==> src/design/iosmd_pkg.sv <==
// Package of constants and types for the I/O status and maintenance display
package iosmd_pkg;

    // ****************************************
    // Status word layout
    // ****************************************
    localparam int IN_FWD_BIT    = 0;
    localparam int IN_REV_BIT    = 1;
    localparam int IN_GEN1_BIT   = 2;
    localparam int IN_CMD_FWD    = 13;
    localparam int IN_CMD_REV    = 14;
    localparam int IN_CMD_RST    = 15;
    localparam int OUT_TR_BIT    = 0;
    localparam int OUT_RELAY_BIT = 8;

    // ****************************************
    // Menus and timing
    // ****************************************
    localparam logic [1:0]  MENU_FULL         = 2'h2;
    localparam logic [15:0] HOURS_FINE_LIMIT  = 16'h2710;
    localparam logic [15:0] HOURS_WRAP        = 16'hFFFF;
    localparam int          CLK_HZ            = 250000000;
    localparam int          HOUR_S            = 3600;
    localparam longint      HOUR_CYCLES       = longint'(CLK_HZ) * longint'(HOUR_S);
    localparam logic [15:0] STAT_RESET        = 16'h0000;

    // ****************************************
    // Types
    // ****************************************
    typedef enum logic [2:0] {
        ST_RUN      = 3'b000,
        ST_MENU     = 3'b001,
        ST_IO_LIST  = 3'b010,
        ST_IO_DATA  = 3'b011,
        ST_MNT_LIST = 3'b100,
        ST_MNT_DATA = 3'b101
    } iosmd_mode_type;

    typedef struct packed {
        logic forward_run_input;
        logic reverse_run_input;
        logic general_input_1;
        logic general_input_2;
        logic general_input_3;
        logic transistor_output;
        logic relay_normally_open_contact;
    } iosmd_term_type;

    typedef struct packed {
        logic comm_forward_command;
        logic comm_reverse_command;
        logic comm_reset_command;
    } iosmd_comm_type;

    typedef struct packed {
        logic key_prg;
        logic key_up;
        logic key_down;
        logic key_func;
    } iosmd_keys_type;

endpackage

==> src/design/iosmd_hex_digit.sv <==
// One nibble to seven-segment pattern converter, registered
`timescale 1ns/1ps
`default_nettype none
module iosmd_hex_digit (
    input  wire logic       i_sys_clk,
    input  wire logic       i_rst,
    input  wire logic [3:0] i_nibble,
    output var  logic [6:0] o_seg
);
    logic [6:0] seg_d;
    logic [6:0] seg_q;

    // ****************************************
    // Decode, segments g..a
    // ****************************************
    always_comb begin
        case (i_nibble)
            4'h0: seg_d = 7'h3F;
            4'h1: seg_d = 7'h06;
            4'h2: seg_d = 7'h5B;
            4'h3: seg_d = 7'h4F;
            4'h4: seg_d = 7'h66;
            4'h5: seg_d = 7'h6D;
            4'h6: seg_d = 7'h7D;
            4'h7: seg_d = 7'h07;
            4'h8: seg_d = 7'h7F;
            4'h9: seg_d = 7'h6F;
            4'hA: seg_d = 7'h77;
            4'hB: seg_d = 7'h7C;
            4'hC: seg_d = 7'h39;
            4'hD: seg_d = 7'h5E;
            4'hE: seg_d = 7'h79;
            4'hF: seg_d = 7'h71;
            default: seg_d = 7'h00;
        endcase
    end

    always_ff @(posedge i_sys_clk) begin
        if (i_rst) begin
            seg_q <= 7'h00;
        end else begin
            seg_q <= seg_d;
        end
    end

    assign o_seg = seg_q;
endmodule
`default_nettype wire

==> src/design/iosmd_top.sv <==
// I/O status words, maintenance readouts and four-digit display
// Behaviour
// - Forward-run input goes to bit 0 and reverse-run input to bit 1 of the input word.
// - General inputs 1 to 3 go to bits 2, 3 and 4 of the input word.
// - An input bit is 1 when its terminal is shorted to the selected common, 0 when open.
// - Unassigned bits of a status word read zero.
// - The word is shown as four hex digits, leftmost holding bits 15 to 12.
// - Output bit 0 is 1 while the transistor output conducts.
// - Output bit 8 is 1 when the relay normally-open contact is closed.
// - Under link control the forward, reverse and reset commands go to bits 13, 14, 15.
// - Under link control the commands are shown uninverted in I/O data items 1 and 3 to 7; item 0 masks them out.
// - Power-on hours accumulate, shown in 1 h steps below 10000 h, 10 h above, wrapping.
// - The DC link voltage is offered as a maintenance readout.
// - The hourly peak heat-sink temperature is tracked and offered.
// - The hourly peak effective current is tracked and offered.
// - I/O check and maintenance menus open only at full-menu level.
// - Power-up enters running mode; keys walk menu, list, data and back.
`timescale 1ns/1ps
`default_nettype none
module iosmd_top
    import iosmd_pkg::*;
#(
    parameter longint HOUR_LEN = HOUR_CYCLES
) (
    input  wire logic                      i_sys_clk,
    input  wire logic                      i_rst,
    input  wire iosmd_pkg::iosmd_term_type i_term,
    input  wire iosmd_pkg::iosmd_comm_type i_comm,
    input  wire logic                      i_comm_control,
    input  wire logic [1:0]                i_menu_level_setting,
    input  wire iosmd_pkg::iosmd_keys_type i_keys,
    input  wire logic [15:0]               i_dc_link_volts,
    input  wire logic [15:0]               i_heatsink_temp,
    input  wire logic [15:0]               i_eff_current,
    output var  logic [2:0]                o_mode,
    output var  logic [2:0]                o_item,
    output var  logic [15:0]               o_in_status,
    output var  logic [15:0]               o_out_status,
    output var  logic [15:0]               o_hours,
    output var  logic [15:0]               o_hours_shown,
    output var  logic                      o_hours_coarse,
    output var  logic [15:0]               o_peak_temp,
    output var  logic [15:0]               o_peak_current,
    output var  logic [27:0]               o_segments
);
    import iosmd_pkg::*;

    // ****************************************
    // Status words
    // ****************************************
    logic [15:0] in_d, in_q, out_d, out_q;

    always_comb begin
        in_d = STAT_RESET;
        in_d[IN_FWD_BIT] = i_term.forward_run_input;
        in_d[IN_REV_BIT] = i_term.reverse_run_input;
        in_d[IN_GEN1_BIT]     = i_term.general_input_1;
        in_d[IN_GEN1_BIT + 1] = i_term.general_input_2;
        in_d[IN_GEN1_BIT + 2] = i_term.general_input_3;
        if (i_comm_control) begin
            in_d[IN_CMD_FWD] = i_comm.comm_forward_command;
            in_d[IN_CMD_REV] = i_comm.comm_reverse_command;
            in_d[IN_CMD_RST] = i_comm.comm_reset_command;
        end
        out_d = STAT_RESET;
        out_d[OUT_TR_BIT]    = i_term.transistor_output;
        out_d[OUT_RELAY_BIT] = i_term.relay_normally_open_contact;
    end

    always_ff @(posedge i_sys_clk) begin
        if (i_rst) begin
            in_q  <= STAT_RESET;
            out_q <= STAT_RESET;
        end else begin
            in_q  <= in_d;
            out_q <= out_d;
        end
    end

    // ****************************************
    // Hour tick and maintenance counters
    // ****************************************
    logic [63:0] tick_cnt_d, tick_cnt_q;
    logic        hour_tick;
    logic [15:0] hours_d, hours_q, shown_d, shown_q;
    logic        coarse_d, coarse_q;
    logic [15:0] ptemp_d, ptemp_q, pcur_d, pcur_q, htemp_d, htemp_q, hcur_d, hcur_q;

    always_comb begin
        hour_tick  = (tick_cnt_q == 64'(HOUR_LEN - 1));
        tick_cnt_d = hour_tick ? 64'h0 : tick_cnt_q + 64'h1;
        hours_d    = hours_q;
        if (hour_tick) begin
            hours_d = (hours_q == HOURS_WRAP) ? 16'h0000 : hours_q + 16'h0001;
        end
        coarse_d = (hours_q >= HOURS_FINE_LIMIT);
        shown_d  = coarse_d ? 16'(hours_q / 16'h000A) : hours_q;
        // Running peaks within the hour
        htemp_d = (i_heatsink_temp > htemp_q) ? i_heatsink_temp : htemp_q;
        hcur_d  = (i_eff_current > hcur_q) ? i_eff_current : hcur_q;
        ptemp_d = ptemp_q;
        pcur_d  = pcur_q;
        if (hour_tick) begin
            ptemp_d = htemp_d;
            pcur_d  = hcur_d;
            htemp_d = i_heatsink_temp;
            hcur_d  = i_eff_current;
        end
    end

    always_ff @(posedge i_sys_clk) begin
        if (i_rst) begin
            tick_cnt_q <= 64'h0;
            hours_q    <= 16'h0000;
            shown_q    <= 16'h0000;
            coarse_q   <= 1'b0;
            htemp_q    <= 16'h0000;
            hcur_q     <= 16'h0000;
            ptemp_q    <= 16'h0000;
            pcur_q     <= 16'h0000;
        end else begin
            tick_cnt_q <= tick_cnt_d;
            hours_q    <= hours_d;
            shown_q    <= shown_d;
            coarse_q   <= coarse_d;
            htemp_q    <= htemp_d;
            hcur_q     <= hcur_d;
            ptemp_q    <= ptemp_d;
            pcur_q     <= pcur_d;
        end
    end

    // ****************************************
    // Keypad menu walk
    // ****************************************
    iosmd_mode_type mode_d, mode_q;
    logic [2:0]     item_d, item_q;
    logic           full_menu;
    logic           menu_sel_d, menu_sel_q;
    logic [15:0]    view_d, view_q;

    always_comb begin
        full_menu  = (i_menu_level_setting == MENU_FULL);
        mode_d     = mode_q;
        item_d     = item_q;
        menu_sel_d = menu_sel_q;
        if (i_keys.key_up) begin
            if (mode_q == ST_MENU) menu_sel_d = ~menu_sel_q;
            else item_d = item_q + 3'h1;
        end else if (i_keys.key_down) begin
            if (mode_q == ST_MENU) menu_sel_d = ~menu_sel_q;
            else item_d = item_q - 3'h1;
        end
        case (mode_q)
            ST_RUN: begin
                if (i_keys.key_prg) mode_d = ST_MENU;
            end
            ST_MENU: begin
                if (i_keys.key_prg) begin
                    mode_d = ST_RUN;
                end else if (i_keys.key_func && full_menu) begin
                    mode_d = menu_sel_q ? ST_MNT_LIST : ST_IO_LIST;
                    item_d = 3'h0;
                end
            end
            ST_IO_LIST: begin
                if (i_keys.key_prg) mode_d = ST_MENU;
                else if (i_keys.key_func) mode_d = ST_IO_DATA;
            end
            ST_MNT_LIST: begin
                if (i_keys.key_prg) mode_d = ST_MENU;
                else if (i_keys.key_func) mode_d = ST_MNT_DATA;
            end
            ST_IO_DATA: begin
                if (i_keys.key_prg) mode_d = ST_IO_LIST;
            end
            ST_MNT_DATA: begin
                if (i_keys.key_prg) mode_d = ST_MNT_LIST;
            end
            default: mode_d = ST_RUN;
        endcase
        if (!full_menu && mode_q != ST_RUN && mode_q != ST_MENU) begin
            mode_d = ST_MENU;
        end
        // Word selected for the display
        case (mode_q)
            ST_IO_DATA: begin
                case (item_q)
                    3'h0: view_d = {in_q[15:13] & 3'h0, in_q[12:0]} | out_q;
                    3'h1: view_d = in_q | out_q;
                    3'h2: view_d = out_q;
                    default: view_d = in_q;
                endcase
            end
            ST_MNT_DATA: begin
                case (item_q)
                    3'h0: view_d = shown_q;
                    3'h1: view_d = i_dc_link_volts;
                    3'h2: view_d = ptemp_q;
                    3'h3: view_d = pcur_q;
                    default: view_d = shown_q;
                endcase
            end
            default: view_d = {13'h0000, item_q};
        endcase
    end

    always_ff @(posedge i_sys_clk) begin
        if (i_rst) begin
            mode_q     <= ST_RUN;
            item_q     <= 3'h0;
            menu_sel_q <= 1'b0;
            view_q     <= 16'h0000;
        end else begin
            mode_q     <= mode_d;
            item_q     <= item_d;
            menu_sel_q <= menu_sel_d;
            view_q     <= view_d;
        end
    end

    // ****************************************
    // Four hex digits
    // ****************************************
    genvar g;
    generate
        for (g = 0; g < 4; g++) begin : gen_digit
            iosmd_hex_digit u_digit (
                .i_sys_clk (i_sys_clk),
                .i_rst     (i_rst),
                .i_nibble  (view_q[4*g +: 4]),
                .o_seg     (o_segments[7*g +: 7])
            );
        end
    endgenerate

    assign o_mode         = mode_q;
    assign o_item         = item_q;
    assign o_in_status    = in_q;
    assign o_out_status   = out_q;
    assign o_hours        = hours_q;
    assign o_hours_shown  = shown_q;
    assign o_hours_coarse = coarse_q;
    assign o_peak_temp    = ptemp_q;
    assign o_peak_current = pcur_q;
endmodule
`default_nettype wire

==> config.mk <==
export PLATFORM = sky130hd
export DESIGN_NAME = iosmd_top
export DESIGN_NICKNAME = d
export VERILOG_FILES = /design/src/design/iosmd_pkg.sv /design/src/design/iosmd_hex_digit.sv /design/src/design/iosmd_top.sv
export SDC_FILE = /design/constraint.sdc
export NUM_CORES = 1
export LEC_CHECK = 0
export BUFFER_PORTS_ARGS = -buffer_cell sky130_fd_sc_hd__buf_2
export CAP_MARGIN = 20
export CORE_AREA = 2 2 164 166
export CTS_CLUSTER_DIAMETER = 150
export DETAILED_ROUTE_END_ITERATION = 8
export DIE_AREA = 0 0 166 168
export GPL_TIMING_DRIVEN = 0
export HOLD_SLACK_MARGIN = 0.15
export PLACE_DENSITY = 0.7
export SETUP_SLACK_MARGIN = 0.05
export SYNTH_ARGS = -nofsm -noshare
export SYNTH_HDL_FRONTEND = slang
export SYNTH_SLANG_ARGS = --single-unit
==> constraint.sdc <==
create_clock -name i_sys_clk -period 8.7 [get_ports i_sys_clk]
set_input_delay 0 -clock i_sys_clk [delete_from_list [all_inputs] [get_ports i_sys_clk]]
set_output_delay 0 -clock i_sys_clk [all_outputs]
set_load 0.1 [all_outputs]
==> results.cfg <==
[global_route]
first_global_vias = 11560
grt_max_degree = 14
grt_util_all_layers_pct = 25.37
antenna_found_initial = 1
overflow = 0
grt_pass1_wl_mm = 58.91

[floorplan]
die_h_um = 168
io_pins = 198
chipWidth_um = 166
coreArea_sq_um = 26350
die_area_sq_um = 27890
initial_utilization_pct = 48.58
fp-row-count = 60

[sta]
slew_viol_final = 0
fin_skew_ns = 0.02294
relSlewSlack_pct = 41.31
tightestPinTransition_ns = 0.8803
setup_viol_count_final = 0
period_share_pct = 63.08
whs_ns = 0.2201
fmax_mhz = 182.2
rsz0062_at_grt = false
tns_ns = 0
timing.final.hold_violations = 0
period_needed_ns = 5.488

[clocking]
cts_buffer_depth = 3
clk_pin_slew_ns = 0.07
cts.sinks = 222
cts_tree = done
post_cts_resized = 0
htreeDepth = 1
numCtsBuffers = 25
cts-root-buf = clkbuf_16
clock_latency_ns = 0.54

[detailed_routing]
drt_wl_total_mm = 36.98
firstDrtPassIters = 5
drtIter0Drc = 984
ant_nets = 0
drt-wirelength-per-cell_um = 16.85
vias = 12120
drt-vias-per-instance = 5.524
drc = 0

[yosys]
synth_top_area_share_pct = 34.71
syn_inst = 1538
synth.most_common_cell = nor2_1
ys.flop_type = dfxtp_1
synth.distinct_cells = 85
yosys_warnings = 0
syn_avg_cell_area_sq_um = 8.324
yosys-top-cells-area = dfxtp_1 (35%), nor2_1 (7.1%), ha_1 (6.8%)
yosysTopAreaCell = dfxtp_1
ys_seq_area_share_pct = 34.71
yosys-top-cells-count = nor2_1 (241), dfxtp_1 (222), a21oi_1 (100), nand2_1 (97), mux2i_1 (79)
syn_area_sq_um = 12800
synth_edf_count = 0
async_reset_ff_share_pct = 0
ys_ff_latch = 222

[run]
maxCapViolations = 0

[worst_setup_path]
crit_buf_inv = 3
slowest_stage = a22oi_1
worst_setup_path_start_kind = flop
crit_family = compound AO/OA/AOI/OAI gates
critPathMaxFanout = 10
crit_type = flop to flop
end_kind = flop
cp.arrival_ns = 5.91
cp.required_ns = 9.13
cp_slowest_stage_delay_ns = 0.74
crit_chain = clkbuf_1, clkbuf_1, mux2i_1, o211ai_1, a22oi_1, nand2_1, a31oi_1, nand2_1, a211o_1, o22ai_4, mux2i_2, xor2_1, clkbuf_1, nand2_1, a21oi_1, a221o_1, a221oi_1, o32ai_1

[pwr]
p_leak_nw = 6.397
power_density_nw_per_um2 = 159.8
peakVddDrop_v = 0.0001704
power_mw = 2.510

[place]
port_buffers = 175
hpwl_mm = 27.29
gp_congestion = 0.9356

[final_layout]
nFillCells = 2345
postLayoutCoreUtil_pct = 59.60
drive_gt1_share_pct = 16.31
register_area_sq_um = 4444
multiInputGateArea_sq_um = 7665
syn_to_final_growth_pct = 22.66
nets = 1972

[outcome]
outcome = completed

[worst_hold_path]
hold_class = input port to flop
==> timing repair <==
| item | CTS | global route |
|---|---|---|
| endpoints found under the hold margin | 97 | 0 |
| hold buffers | 72 | 0 |
| buffers inserted | 0 | 0 |
==> logic make-up after synthesis <==
logic type	after synthesis	synth area share [%]
muxes	119	10.07
buffers and inverters	180	6.089
AOI/OAI and AO/OA	305	16.14
and+or+nand+nor	565	20.92
other	1	0.02929
xor gates and xnor gates	76	5.199
adders and majority gates	70	6.841
DFF	222	34.71
==> per-stage QoR <==
step | area (sq um) | cells | setup slack [ns]
after floorplan | 12890 | 1561 | 3.494
after global routing | 15700 | 2194 | 2.822
after detailed placement | 14190 | 2077 | 3.351
after CTS | 15700 | 2193 | 3.336
final | 15700 | 2194 | 3.212
after global placement | 14190 | 2077 | 3.368
==> path summary, 6_finish.rpt <==
check	startpoint	end	slack, ns	cells past startpoint
setup / recovery	o_hours[10]$_SDFFE_PP0P_	o_hours_shown[0]$_SDFF_PP0_	3.21	18
hold / removal	i_term[6]	o_in_status[0]$_SDFF_PP0_	0.22	3
setup reg to reg	o_hours[10]$_SDFFE_PP0P_	o_hours_shown[0]$_SDFF_PP0_	3.21	18
hold reg to reg	tick_cnt_q[0]$_SDFF_PP0_	tick_cnt_q[0]$_SDFF_PP0_	0.47	1
==> final cells by class <==
type | count | area share (%)
Buffer | 102 | 3.099
Clock buffer | 40 | 4.788
Antenna cell | 1 | 0.01593
Timing Repair Buffer | 247 | 10.17
Clock inverter | 4 | 0.2390
Inverter | 78 | 1.864
Multi-Input combinational cell | 1159 | 48.81
Sequential cell | 222 | 28.30
Tap cell | 341 | 2.717
==> sequential cells by signal, indices dropped and copies added (netlist names) <==
signal / cells
htemp_q: 16
o_peak_current: 16
o_in_status: 8
o_peak_temp: 16
o_item: 3
o_hours_coarse: 1
o_hours_shown: 16
gen_digit.u_digit.o_seg: 28
tick_cnt_q: 64
view_q: 16
menu_sel_q: 1
o_out_status: 2
o_hours: 16
o_mode: 3
hcur_q: 16
==> tightest hold or removal path, cell delays in order <==
cell and delay [ns]:
dlygate4sd3_1 0.52, buf_2 0.09, nor2b_1 0.11
==> cells in the final DEF (no fill, tap or decap), types with 17 or more instances in the layout <==
master / instances
nand3_1: 36
nand4_1: 18
xor2_1: 43
or3_1: 18
nand2_1: 97
dfxtp_1: 222
nor2b_1: 28
a21oi_1: 100
conb_1: 24
inv_1: 76
xnor2_1: 33
nor3_1: 35
clkbuf_16: 25
nand2b_1: 17
o21ai_0: 52
mux2_2: 35
nor2_1: 241
dlygate4sd3_1: 72
buf_4: 23
ha_1: 70
nor4_1: 17
clkbuf_1: 71
mux2i_1: 79
buf_2: 183
==> metal layers <==
| layer | GRT usage [%] | part of all wire (%) | up-vias |
|---|---|---|---|
| li1 | - | - | 5962 |
| met3 | 3.714 | 6.4 | 90 |
| met5 | 0 | 0 | - |
| met2 | 43.37 | 47 | 394 |
| met1 | 32.22 | 43 | 5673 |
| met4 | 10.32 | 3.7 | 0 |
==> where the power goes <==
group | internal, mW | switching, mW
clock network | 0.592 | 0.422
registers | 1.05 | 0.0214
logic | 0.146 | 0.283
(Power assumes the default switching activity.)
